**src/csk_pkg.sv**
```systemverilog
package csk_pkg;

  // Instruction word layout
  localparam int INSTR_WIDTH = 16;
  localparam int OPCODE_MSB = 15;
  localparam int OPCODE_LSB = 9;
  localparam int OPCODE_WIDTH = 7;
  localparam int BANK_SEL_BIT = 8;
  localparam int FILE_ADDR_MSB = 7;
  localparam int FILE_ADDR_LSB = 0;
  localparam int FILE_ADDR_WIDTH = 8;

  // Opcodes of the two compare-and-skip variants
  localparam logic [OPCODE_WIDTH-1:0] OPC_COMPARE_SKIP_GREATER = 7'h32;
  localparam logic [OPCODE_WIDTH-1:0] OPC_COMPARE_SKIP_LESS = 7'h30;

  // Data memory addressing
  localparam int DATA_WIDTH = 8;
  localparam int BANK_WIDTH = 4;
  localparam int DATA_ADDR_WIDTH = BANK_WIDTH + FILE_ADDR_WIDTH;
  localparam logic BANK_SEL_ACCESS = 1'b0;
  localparam logic [FILE_ADDR_WIDTH-1:0] ACCESS_SPLIT = 8'h80;
  localparam logic [BANK_WIDTH-1:0] ACCESS_LOW_BANK = 4'h0;
  localparam logic [BANK_WIDTH-1:0] ACCESS_HIGH_BANK = 4'hf;

  // Cycle count reported at completion
  localparam int CYCLE_COUNT_WIDTH = 2;
  localparam logic [CYCLE_COUNT_WIDTH-1:0] CYCLES_ONE = 2'h1;
  localparam logic [CYCLE_COUNT_WIDTH-1:0] CYCLES_ZERO = 2'h0;

  // Reset values
  localparam logic [DATA_ADDR_WIDTH-1:0] DATA_ADDR_RESET = 12'h000;
  localparam logic [DATA_WIDTH-1:0] OPERAND_RESET = 8'h00;

  typedef enum logic [1:0] {
    PHASE_Q1 = 2'b00,
    PHASE_Q2 = 2'b01,
    PHASE_Q3 = 2'b10,
    PHASE_Q4 = 2'b11
  } csk_phase_type;

  typedef enum logic [1:0] {
    STATE_EXEC = 2'b00,
    STATE_NOP_FIRST = 2'b01,
    STATE_NOP_SECOND = 2'b10
  } csk_state_type;

endpackage

```
**src/csk_unsigned_compare.sv**
```systemverilog
`timescale 1ns/1ps
module csk_unsigned_compare
  import csk_pkg::*;
#(
  parameter int WIDTH = DATA_WIDTH
) (
  input wire logic [WIDTH-1:0] fileValue,
  input wire logic [WIDTH-1:0] workingValue,
  output logic fileGreater,
  output logic fileLess
);

  logic [WIDTH:0] difference;
  logic isZero;

  // Borrow out of the unsigned subtraction gives less-than
  always_comb begin
    difference = {1'b0, fileValue} - {1'b0, workingValue};
    isZero = (difference[WIDTH-1:0] == '0);
    fileLess = difference[WIDTH];
    fileGreater = !difference[WIDTH] && !isZero;
  end

endmodule

```
**src/csk_compare_skip.sv**
```systemverilog
`timescale 1ns/1ps
// Summary of operation
// [RL1] Decode greater variant: 0110010, a, f
// [RL2] Decode less variant: 0110000, a, f
// [RL3] Unsigned subtract; modify no register or flag
// [RL4] Greater skips only if f exceeds W
// [RL5] Less skips only if f below W
// [RL6] Skip discards fetched word, one no-op cycle
// [RL7] Skipping a two-word instruction takes three cycles
// [RL8] Two whole no-op cycles, all phases idle
// [RL9] Bank bit zero uses the access bank
// [RL10] Bank bit one uses bank select register
// [RL11] Q1 decode, Q2 read, Q3 compare, Q4 idle
module csk_compare_skip
  import csk_pkg::*;
(
  input wire logic clock,
  input wire logic rst,
  input wire logic instrValid,
  input wire logic [INSTR_WIDTH-1:0] instrWord,
  input wire logic [DATA_WIDTH-1:0] workingRegister,
  input wire logic [BANK_WIDTH-1:0] bankSelectRegister,
  input wire logic [DATA_WIDTH-1:0] dataIn,
  input wire logic fetchedTwoWord,
  output logic [1:0] phase,
  output logic [DATA_ADDR_WIDTH-1:0] dataAddr,
  output logic dataRead,
  output logic compareBusy,
  output logic discardFetch,
  output logic skipTaken,
  output logic instrDone,
  output logic [CYCLE_COUNT_WIDTH-1:0] cycleCount
);

  function automatic logic opcodeIs(
    input logic [INSTR_WIDTH-1:0] word,
    input logic [OPCODE_WIDTH-1:0] pattern
  );
    opcodeIs = (word[OPCODE_MSB:OPCODE_LSB] == pattern);
  endfunction

  function automatic logic [DATA_ADDR_WIDTH-1:0] operandAddress(
    input logic [INSTR_WIDTH-1:0] word,
    input logic [BANK_WIDTH-1:0] bank
  );
    logic [FILE_ADDR_WIDTH-1:0] fileAddr;
    fileAddr = word[FILE_ADDR_MSB:FILE_ADDR_LSB];
    if (word[BANK_SEL_BIT] == BANK_SEL_ACCESS) begin
      // Access bank: low half of bank zero, high half of the top bank
      if (fileAddr < ACCESS_SPLIT) begin
        operandAddress = {ACCESS_LOW_BANK, fileAddr}; // RL9
      end else begin
        operandAddress = {ACCESS_HIGH_BANK, fileAddr}; // RL9
      end
    end else begin
      operandAddress = {bank, fileAddr}; // RL10
    end
  endfunction

  csk_phase_type phaseState;
  csk_state_type state;
  csk_state_type next_state;
  logic isGreater;
  logic isLess;
  logic decodeGreater;
  logic decodeLess;
  logic skipPending;
  logic twoWordPending;
  logic [DATA_WIDTH-1:0] operand;
  logic [CYCLE_COUNT_WIDTH-1:0] cycleTally;
  logic fileGreater;
  logic fileLess;
  logic skipDecision;
  logic endOfCycle;

  assign decodeGreater = opcodeIs(instrWord, OPC_COMPARE_SKIP_GREATER); // RL1
  assign decodeLess = opcodeIs(instrWord, OPC_COMPARE_SKIP_LESS); // RL2
  assign endOfCycle = (phaseState == PHASE_Q4);

  csk_unsigned_compare #(
    .WIDTH(DATA_WIDTH)
  ) u_compare (
    .fileValue(operand),
    .workingValue(workingRegister),
    .fileGreater(fileGreater),
    .fileLess(fileLess)
  );

  // Comparison result only; nothing is written back anywhere
  assign skipDecision = (isGreater && fileGreater) || (isLess && fileLess); // RL3 RL4 RL5

  // Four-phase instruction cycle sequencer
  always_ff @(posedge clock) begin
    if (rst) begin
      phaseState <= PHASE_Q1;
    end else begin
      unique case (phaseState)
        PHASE_Q1: phaseState <= PHASE_Q2;
        PHASE_Q2: phaseState <= PHASE_Q3;
        PHASE_Q3: phaseState <= PHASE_Q4;
        PHASE_Q4: phaseState <= PHASE_Q1;
      endcase
    end
  end

  always_ff @(posedge clock) begin
    if (rst) begin
      phase <= PHASE_Q1;
    end else begin
      unique case (phaseState)
        PHASE_Q1: phase <= PHASE_Q2;
        PHASE_Q2: phase <= PHASE_Q3;
        PHASE_Q3: phase <= PHASE_Q4;
        PHASE_Q4: phase <= PHASE_Q1;
      endcase
    end
  end

  // Q1: decode; instructions are ignored during no-op cycles
  always_ff @(posedge clock) begin
    if (rst) begin
      isGreater <= 1'b0;
      isLess <= 1'b0;
      compareBusy <= 1'b0;
    end else if (phaseState == PHASE_Q1) begin
      isGreater <= instrValid && (state == STATE_EXEC) && decodeGreater; // RL11
      isLess <= instrValid && (state == STATE_EXEC) && decodeLess; // RL11
      compareBusy <= instrValid && (state == STATE_EXEC) && (decodeGreater || decodeLess);
    end else if (endOfCycle) begin
      isGreater <= 1'b0;
      isLess <= 1'b0;
      compareBusy <= 1'b0;
    end
  end

  // Address presented from Q2; bank register sampled at decode
  always_ff @(posedge clock) begin
    if (rst) begin
      dataAddr <= DATA_ADDR_RESET;
    end else if (phaseState == PHASE_Q1 && instrValid && state == STATE_EXEC
                 && (decodeGreater || decodeLess)) begin
      dataAddr <= operandAddress(instrWord, bankSelectRegister); // RL9 RL10
    end
  end

  // Read strobe high for exactly the Q2 phase
  always_ff @(posedge clock) begin
    if (rst) begin
      dataRead <= 1'b0;
    end else begin
      dataRead <= (phaseState == PHASE_Q1) && instrValid && (state == STATE_EXEC)
                  && (decodeGreater || decodeLess); // RL11
    end
  end

  // Operand captured at the end of Q2, compared during Q3
  always_ff @(posedge clock) begin
    if (rst) begin
      operand <= OPERAND_RESET;
    end else if (phaseState == PHASE_Q2 && compareBusy) begin
      operand <= dataIn; // RL11
    end
  end

  // Q3: latch the decision; Q4 writes nothing
  always_ff @(posedge clock) begin
    if (rst) begin
      skipPending <= 1'b0;
    end else if (phaseState == PHASE_Q3) begin
      skipPending <= compareBusy && skipDecision; // RL11
    end else if (endOfCycle) begin
      skipPending <= 1'b0;
    end
  end

  // Size of the already fetched instruction, known by Q4
  always_ff @(posedge clock) begin
    if (rst) begin
      twoWordPending <= 1'b0;
    end else if (endOfCycle && state == STATE_EXEC) begin
      twoWordPending <= skipPending && fetchedTwoWord; // RL7
    end
  end

  always_comb begin
    next_state = state;
    unique case (state)
      STATE_EXEC: begin
        if (skipPending) begin
          next_state = STATE_NOP_FIRST; // RL6
        end
      end
      STATE_NOP_FIRST: begin
        if (twoWordPending) begin
          next_state = STATE_NOP_SECOND; // RL7 RL8
        end else begin
          next_state = STATE_EXEC;
        end
      end
      STATE_NOP_SECOND: begin
        next_state = STATE_EXEC;
      end
      default: begin
        next_state = STATE_EXEC;
      end
    endcase
  end

  // States change only on instruction cycle boundaries
  always_ff @(posedge clock) begin
    if (rst) begin
      state <= STATE_EXEC;
    end else if (endOfCycle) begin
      state <= next_state;
    end
  end

  // Whole cycles flagged so the fetched word executes as no-op
  always_ff @(posedge clock) begin
    if (rst) begin
      discardFetch <= 1'b0;
    end else if (endOfCycle) begin
      discardFetch <= (next_state != STATE_EXEC); // RL6 RL8
    end
  end

  always_ff @(posedge clock) begin
    if (rst) begin
      skipTaken <= 1'b0;
    end else begin
      skipTaken <= endOfCycle && (state == STATE_EXEC) && skipPending; // RL6
    end
  end

  // Running count of cycles spent by the current compare
  always_ff @(posedge clock) begin
    if (rst) begin
      cycleTally <= CYCLES_ZERO;
    end else if (endOfCycle) begin
      if (next_state == STATE_EXEC) begin
        cycleTally <= CYCLES_ZERO;
      end else begin
        cycleTally <= cycleTally + CYCLES_ONE; // RL7
      end
    end
  end

  // Completion pulse in Q1 after the last cycle, with the total
  always_ff @(posedge clock) begin
    if (rst) begin
      instrDone <= 1'b0;
      cycleCount <= CYCLES_ZERO;
    end else if (endOfCycle && next_state == STATE_EXEC
                 && (compareBusy || state != STATE_EXEC)) begin
      instrDone <= 1'b1;
      cycleCount <= cycleTally + CYCLES_ONE; // RL6 RL7
    end else begin
      instrDone <= 1'b0;
    end
  end

endmodule

```
**config.mk**
```make
export PLATFORM = sky130hd
export DESIGN_NAME = csk_compare_skip
export DESIGN_NICKNAME = d
export VERILOG_FILES = /design/src/csk_pkg.sv /design/src/csk_unsigned_compare.sv /design/src/csk_compare_skip.sv
export SDC_FILE = /design/constraint.sdc
export NUM_CORES = 1
export LEC_CHECK = 0
export ABC_AREA = 1
export BUFFER_PORTS_ARGS = -buffer_cell sky130_fd_sc_hd__clkbuf_2
export CAP_MARGIN = 0
export CORE_UTILIZATION = 46
export CTS_BUF_LIST = sky130_fd_sc_hd__clkbuf_16
export CTS_CLUSTER_DIAMETER = 30
export DETAILED_ROUTE_END_ITERATION = 10
export MAX_ROUTING_LAYER = met4
export PLACE_DENSITY = 0.83
export SLEW_MARGIN = 20
export SYNTH_ARGS = -nofsm -noshare
export SYNTH_HDL_FRONTEND = slang
export SYNTH_HIERARCHICAL = 1
export SYNTH_SLANG_ARGS = --single-unit
```
**constraint.sdc**
```tcl
create_clock -name clock -period 1.7 [get_ports clock]
set_input_delay 0 -clock clock [delete_from_list [all_inputs] [get_ports clock]]
set_output_delay 0 -clock clock [all_outputs]
set_load 0.02 [all_outputs]
```
======== Yosys cells after proc, flatten, opt, wreduce, memory -nomap -nowiden ========
Cells that the tools add are included.
word-level totals
  bits in latches ......................... 0
  output and inout bits ................... 21
  word-level logic and storage cells ...... 67
  register bits ........................... 37
  bits in read-only memories .............. 0
  memories ................................ 0
  memory bits (writable) .................. 0
  input port bits ......................... 40
cells by class
  divide/modulo/power cells ............... 0
  reduce and logical (&&, ||, !) cells .... 30
  shift operators ......................... 0
  eq/ne operators ......................... 6
  bitwise operators ....................... 0
  add/sub/neg operators ................... 2
  muxes and demuxes ....................... 13
  $mul .................................... 0
  order comparisons ....................... 1
operators by type and width
  cell                 count
  $mux 12              2
  $logic_and 1x1->1    17
  $eq 7x6->1 const B   2
  $sub 8x8->9          1
  $logic_not 8->1      1
  $lt 8x8->1 const B   1
  $pmux 2 s4           1
  $reduce_bool 2->1    4
  $logic_not 2->1      3
  $mux 1               6
  $mux 2               3
  $eq 2x1->1 const B   2
  $eq 2x2->1 const B   2
  $pmux 2 s2           1
  $logic_or 1x1->1     3
  $add 2x1->2 const B  1
  $logic_not 1->1      2

======== Depth between registers and ports, before layout ========
Gate-level depths: netlist of the first run.
  depth after elaboration ................. 8
  depth in mapped cells ................... 15
  gate-level depth less buffers ........... 15

======== Cells and area by module ========
Netlist of the first run, hierarchy kept.
modules (own cells, without submodules)
  module                times used  cells each  seq. area each (µm²)  area each (µm²)
  csk_compare_skip      1           205         740.7                 1,508.9
  csk_unsigned_compare  1           95          0.0                   500.5

======== Least setup slack after synthesis of the first run ========
No wires, ideal clock.
  path kind ............................... reg2reg
  from .................................... register operand[0]
  to ...................................... register skipPending
  slack ................................... -0.123 ns
  period minus slack after synthesis ...... 1.823 ns
  cell stages (with the launch flop) ...... 15
  buffers on the path ..................... 0
  data required time ...................... 1.585 ns
  library setup time ...................... 0.115 ns
  arrival ................................. 1.709 ns
  cells stage by stage .................... dfxtp_1 inv_1 ha_1 fa_1 inv_1 nand2_1 nand2_1 nand3_1 nand2_1 nand3_1 nor2_1 a21oi_1 nand2_1 a21oi_1 o21a_1
between the ends
  word-level cells in the longest chain between the ends .. 8
  elaborated cells between the ends (all ways) .. 10
  those cells by class .................... 1 x add/sub; 1 x mux; 8 x reduce/logical
RTL lines
  what                    line                        source
  start, declared         csk_compare_skip.sv:69      logic [DATA_WIDTH-1:0] operand;
  start signal, assigned  csk_compare_skip.sv:161     operand <= dataIn;
  $sub 8x8->9 (*)         csk_unsigned_compare.sv:18  difference = {1'b0, fileValue} - {1'b0, workingValue};
  $logic_not 8->1         csk_unsigned_compare.sv:19  isZero = (difference[WIDTH-1:0] == '0);
  $logic_not 1->1         csk_unsigned_compare.sv:21  fileGreater = !difference[WIDTH] && !isZero;
  $logic_and 1x1->1 (*)   csk_unsigned_compare.sv:21
  net fileGreater         csk_compare_skip.sv:71      logic fileGreater;
  $logic_and 1x1->1 (*)   csk_compare_skip.sv:90      assign skipDecision = (isGreater && fileGreater) || (isLess && fileLess);
  $logic_or 1x1->1 (*)    csk_compare_skip.sv:90
  $logic_and 1x1->1 (*)   csk_compare_skip.sv:170     skipPending <= compareBusy && skipDecision;
  $mux 1 (*)              csk_compare_skip.sv:169     end else if (phaseState == PHASE_Q3) begin
  end signal, assigned    csk_compare_skip.sv:170
  end, declared           csk_compare_skip.sv:67      logic skipPending;
Mark *: on every way through the listed nets, which the timed path passes. The rest lies on a longest branch.
A chain may end at the register's enable or synchronous reset.

======== Worst setup path after layout of the first run ========
Ends and elaborated chain as after synthesis.

==> results of run 1 <==
synthesized netlist by cell type, drive strengths merged:
master,number,area (um2)
a21oi,8,43.8
a31oi,1,6.26
buf,4,26.3
clkbuf,1,3.75
dfxtp,37,741
fa,1,20.0
ha,13,163
inv,45,169
nand2,72,285
nand3,18,100
nand4,3,18.8
nor2,68,280
nor3,1,5.00
o21a,1,7.51
o21ai,25,125
or2,1,6.26
xor2,1,8.76
cells by family (layout without fill, tap and decap cells):
| family | after synthesis | in the layout | synth area share (%) |
|---|---|---|---|
| buf+inv | 50 | 134 | 9.90 |
| compound gates | 35 | 35 | 9.09 |
| simple gates | 163 | 163 | 34.6 |
| flops | 37 | 37 | 36.9 |
| fa+ha+maj | 14 | 14 | 9.09 |
| xor+xnor | 1 | 1 | 0.436 |
repair_timing:
item / CTS / global route
endpoints found under the hold margin: 16 / 0
gates cloned: 0 / 0
hold buffers: 14 / 0
pin swaps: 1 / 0
endpoints found under the setup margin: 1 / 8
resized for setup: 2 / 2
metal layers:
metal | GRT usage [%] | up-vias | share of wire [%]
met3 | 4.83 | 4 | 4.0
met5 | - | - | 0
li1 | - | 1093 | -
met1 | 23.6 | 893 | 45
met2 | 40.0 | 42 | 50
met4 | 7.29 | 0 | 1.3
state kept, by name (all words and copies together) (netlist names):
name            cells
compareBusy         1
state               2
skipTaken           1
cycleTally          2
isLess              1
operand             8
isGreater           1
discardFetch        1
dataRead            1
phase               2
skipPending         1
cycleCount          2
twoWordPending      1
dataAddr           12
instrDone           1
per-stage QoR:
stage / utilization (%) / total power, mW / hold slack (ns) / cell area, um2
2_1_floorplan: - / 1.14 / 0.0691 / 2020
3_3_place_gp: 58.8 / 1.25 / 0.203 / 2400
3_5_place_dp: 58.8 / 1.26 / 0.214 / 2400
4_1_cts: 65.8 / 2.14 / 0.000985 / 2690
5_1_grt: 66.0 / 2.24 / 0.0197 / 2700
6_report: 66.0 / 2.14 / -0.00506 / 2700
critical path: cells and delay by family, from the launching register on:
family	cells	cell delay, ns
buffers and inverters	1	0.04
flip-flops	1	0.32
AO/OA/AOI/OAI	4	0.39
AND/OR/NAND/NOR	4	0.30
adder cells (fa/ha/maj)	2	0.67
path summary, 6_finish.rpt:
| kind | endpoint | slack [ns] | cells after the start |
|---|---|---|---|
| max | skipPending | -0.13 | 11 |
| min | operand[2] | -0.005 | 3 |
| max reg2reg | skipPending | -0.13 | 11 |
| min reg2reg | isLess | 0.47 | 2 |
report_power, final:
group,total (mW),switching (mW),internal (mW)
Combinational,0.367,0.212,0.155
Clock,0.852,0.323,0.529
Sequential,0.917,0.0262,0.890
cell type report:
class,instances,area (um2)
clock buffers,5,125
clock inverters,3,12.5
fillers,366,1390
inverters,45,169
multi-input cells,213,1090
flip-flops and latches,37,742
well taps,50,62.6
repair buffers,81,493
==> impl_metrics.tcl, run 1 <==
set metrics [dict create \
    fp.dieW_um 68.1 \
    die_area_mm2 0.00464 \
    layout-drive-gt1-share_pct 24.5 \
    syn_avg_cell_area_um2 6.70 \
    finClkSkew_ns 0.00398 \
    rows 23 \
    critPathCaptureType "register" \
    crit_start "operand[0]" \
    grt_max_degree 31 \
    holdCritPathClass "in2reg" \
    reg2reg_from "operand[0]" \
    diodes 0 \
    clk_path_buf_depth 2 \
    p_per_area_mw_per_mm2 792 \
    synth_nets 354 \
    core-area_mm2 0.00409 \
    synthToLayoutAreaGrowth_pct 34.2 \
    yosys_warnings 6 \
    synth_cell_type_count 25 \
    status "complete, but fails checks" \
    critPathRequiredTime_ns 1.87 \
    violations "negative hold slack, negative setup slack" \
    via_per_inst 4.68 \
    cts_sinks 37 \
    io_buffers 60 \
    setup_slack_ns -0.129 \
    period_needed_ns 1.83 \
    num-nets-final 437 \
    critPathLaunchType "register" \
    irDropWorstVdd_v 0.000645 \
    maxCapViolations 0 \
    routabilityCongestion 0.889 \
    routedWlPerCell_um 10.6 \
    hold_start "dataIn[2]" \
    root_buffer "clkbuf_16" \
    relSlewSlack_pct 78.7 \
    layout_common_cells "nand2_1 (65), nor2_1 (64), clkbuf_2 (60)" \
    syn-cell-area_mm2 0.00201 \
    cellLeakagePower_nw 1.45 \
    layout.cells.non_filler 434 \
    critPathMaxFanout 2 \
    drv_slew 0 \
    rsz0062_at_grt "true" \
    grt_pass1_vias 1878 \
    worstPathArrival_ns 2.00 \
    start_util_pct 49.2 \
    fin_setup_tns_ns -0.129 \
    dr.pass1.iters 4 \
    finalHoldViolCount 3 \
    antenna_found_initial 0 \
    ant_nets 0 \
    critical_path.cell_chain "inv_2 -> ha_4 -> fa_2 -> nand2_1 -> a21oi_1 -> nand3_1 -> nor2_1 -> a21oi_1 -> nand2_1 -> a21oi_1 -> o21a_1" \
    grt_pass1_wl_mm 7.42 \
    drc 0 \
    timing.fmax_mhz 547 \
    setup_viol 1 \
    drt-total-wl_mm 4.62 \
    crit_path_frequent_cell "a21oi_1" \
    preCtsSetupSlack_ns -0.138 \
    grt_usage_pct 22.1 \
    die_h_um 68.1 \
    cpMaxStageDelayCell "fa_2" \
    vias 2032 \
    synth_cells 300 \
    post-route-period-util_pct 108 \
    cts_tree "done" \
    slowest_delay_ns 0.52 \
    globalRoute.totalOverflow 0 \
    worst_pin_slew_ns 0.319 \
    ys_seq_area_share_pct 36.9 \
    clkTransAtPathRegs_ns 0.05 \
    h-tree-depth 2 \
    dp.cells 412 \
    drt_iter0_drc 93 \
    dp_hpwl_mm 3.36 \
    cts_buffers 5 \
    holdWs_ns -0.00506 \
    design.portCount 61 \
    critPathKind "reg2reg" \
    insertion_delay_ns 0.27 \
    synth-seq-cells 37 \
    cts_setup_buffers 0 \
    layout_commonest_cell "nand2_1" \
]
Note: power is estimated with default switching activity, not from simulation.
==> run 2: changes to the inputs <==
--- a/config.mk
+++ b/config.mk
@@ -9,7 +9,6 @@
 export BUFFER_PORTS_ARGS = -buffer_cell sky130_fd_sc_hd__clkbuf_2
 export CAP_MARGIN = 0
 export CORE_UTILIZATION = 46
-export CTS_BUF_LIST = sky130_fd_sc_hd__clkbuf_16
 export CTS_CLUSTER_DIAMETER = 30
 export DETAILED_ROUTE_END_ITERATION = 10
 export MAX_ROUTING_LAYER = met4
==> run 2 against run 1 <==
Compared with the run above:
- combinational power is essentially flat
- count of clock-buffer cells in the layout up 2
- non-clock buffer count increased by 3
- routed wire length rose by 0.19%
- largest cell class unchanged
- via count up 1.7%
- maximum frequency about the same
- clock power down 22%
- the flow finishes with violations (negative setup slack)
==> impl_metrics.tcl, run 2 (synthesis results as in run 1) <==
set metrics [dict create \
    grt_usage_pct 21.8 \
    grt_pass1_wl_mm 7.41 \
    p_sw_share_pct 27.4 \
    violations "negative setup slack" \
    slowest_delay_ns 0.33 \
    die_h_um 68.1 \
    start_util_pct 49.2 \
    dr.pass1.iters 5 \
    worstPathArrival_ns 2.02 \
    vias 2066 \
    drc 0 \
    irDropWorstVdd_v 0.000644 \
    timing.fmax_mhz 546 \
    layout.cells.non_filler 437 \
    nFillCells 359 \
    die_area_mm2 0.00464 \
    cpMaxStageDelayCell "dfxtp_2" \
    rows 23 \
    top_register "dataAddr" \
    dp_hpwl_mm 3.36 \
    p_int_mw 1.41 \
    r2r_slack_ns -0.13 \
    critPathMaxFanout 4 \
    dp.cells 412 \
    p_seq_share_pct 47.0 \
    pwr-share-comb_pct 18.9 \
    num-nets-final 440 \
    holdWs_ns 0.0130 \
    synthToLayoutAreaGrowth_pct 33.9 \
    layout_common_cells "nand2_1 (65), nor2_1 (64), clkbuf_2 (60)" \
    critPathKind "reg2reg" \
    drt-total-wl_mm 4.63 \
    finalHoldViolCount 0 \
    via_per_inst 4.73 \
    rsz0062_at_grt "true" \
    layout-drive-gt1-share_pct 24.8 \
    h-tree-depth 2 \
    ant_nets 0 \
    io_buffers 60 \
    p_per_area_mw_per_mm2 724 \
    grt_pass1_vias 1897 \
    period_needed_ns 1.83 \
    critPathLaunchType "register" \
    cts_buffers 5 \
    critPathRequiredTime_ns 1.89 \
    globalRoute.totalOverflow 0 \
    cts_tree "done" \
    holdCritPathClass "in2reg" \
    cellLeakagePower_nw 1.45 \
    relSlewSlack_pct 78.8 \
    reg2reg_depth 14 \
    crit_path_frequent_cell "nand2_1" \
    status "complete, but fails checks" \
    core-area_mm2 0.00409 \
    reg_top3 "dataAddr (12), operand (8)" \
    maxCapViolations 0 \
    cts_sinks 37 \
    drv_slew 0 \
    root_buffer "clkbuf_8" \
    cp-endpoint "skipPending" \
    layout_commonest_cell "nand2_1" \
    routabilityCongestion 0.889 \
    p_sw_mw 0.534 \
    critical_path.cell_chain "inv_2 -> ha_4 -> fa_2 -> inv_2 -> nand2_2 -> nand2_1 -> nand3_1 -> nand2_1 -> nand3_1 -> nor2_1 -> a21oi_1 -> nand2_1 -> a21oi_1 -> o21a_1" \
    post-route-period-util_pct 108 \
    critPathCaptureType "register" \
    finClkSkew_ns 0.00706 \
    antenna_found_initial 0 \
    clkTransAtPathRegs_ns 0.07 \
    largest_reg_flops 12 \
    grt_max_degree 31 \
    design.portCount 61 \
    reg2reg_from "operand[0]" \
    insertion_delay_ns 0.29 \
    clkPwrFrac_pct 34.1 \
    rr_endpoint "skipPending" \
    setup_slack_ns -0.130 \
    routedWlPerCell_um 10.6 \
    worst_pin_slew_ns 0.317 \
    diodes 0 \
    clk_path_buf_depth 2 \
    drt_iter0_drc 96 \
    crit_start "operand[0]" \
    setup_viol 1 \
    fp.dieW_um 68.1 \
]
## run 2: changes by cell type in the layout (fill, tap and decap cells not counted)
cell,delta
dlygate4sd3_1,+3
clkbuf_8,+7
clkinv_1,-2
clkbuf_16,-5
## run 2: per-layer routing
layer | vias up | share of wire (%) | GRT usage (%)
met1 | 903 | 44 | 23.4
met3 | 7 | 4.2 | 4.50
met2 | 52 | 50 | 39.0
li1 | 1104 | - | -
met5 | - | 0 | -
met4 | 0 | 1.3 | 7.81
## run 2: how the worst min path moves through the flow
stage	startpoint	end	slack [ns]	cells past startpoint
after global placement	fetchedTwoWord	twoWordPending	0.20	3
after detailed placement	fetchedTwoWord	twoWordPending	0.21	3
after floorplan	rst	cycleTally[1]	0.07	1
final	dataIn[4]	operand[4]	0.01	3
after global routing	instrWord[10]	isLess	0.04	4
after CTS	instrWord[10]	isLess	0.02	4
## run 2: power groups by stage
stage	Clock [mW]	Combinational, mW	Sequential [mW]
2_1_floorplan	0	0.191	0.951
4_1_cts	0.676	0.365	0.915
3_3_place_gp	0	0.319	0.934
3_5_place_dp	0	0.330	0.935
5_1_grt	0.708	0.425	0.918
6_report	0.663	0.368	0.916
## run 2: critical path, delay by kind of cell, from the launching register on
kind                       cells  cell delay [ns]
AOI/OAI and AO/OA              3             0.27
DFF                            1             0.33
adders and majority gates      2             0.48
buffers and inverters          2             0.13
and+or+nand+nor                7             0.54
## run 2: per-stage QoR
| step | power [mW] | cell area (um2) | worst slack, ns | utilization [%] | TNS [ns] |
|---|---|---|---|---|---|
| after global routing | 2.05 | 2690 | -0.249 | 65.8 | -0.249 |
| after global placement | 1.25 | 2400 | -0.0967 | 58.8 | -0.0967 |
| final | 1.95 | 2690 | -0.130 | 65.8 | -0.130 |
| after detailed placement | 1.26 | 2400 | -0.138 | 58.8 | -0.138 |
| after floorplan | 1.14 | 2020 | -0.0389 | - | -0.0389 |
| after CTS | 1.96 | 2680 | -0.108 | 65.6 | -0.108 |
## run 2: cell type report
class | count | area, um2 | area share (%)
multi-input cells | 213 | 1090 | 40.6
well taps | 50 | 62.6 | 2.33
clock buffers | 7 | 96.3 | 3.58
flip-flops and latches | 37 | 742 | 27.6
repair buffers | 84 | 523 | 19.4
clock inverters | 1 | 5.00 | 0.186
inverters | 45 | 169 | 6.28
## run 2: timing repair
item,CTS,global route
pin swaps,1,0
buffers inserted,0,0
gates cloned,0,0
endpoints found under the setup margin,1,9
hold endpoints to repair,20,0
gates resized for setup,2,2
hold buffers,17,0
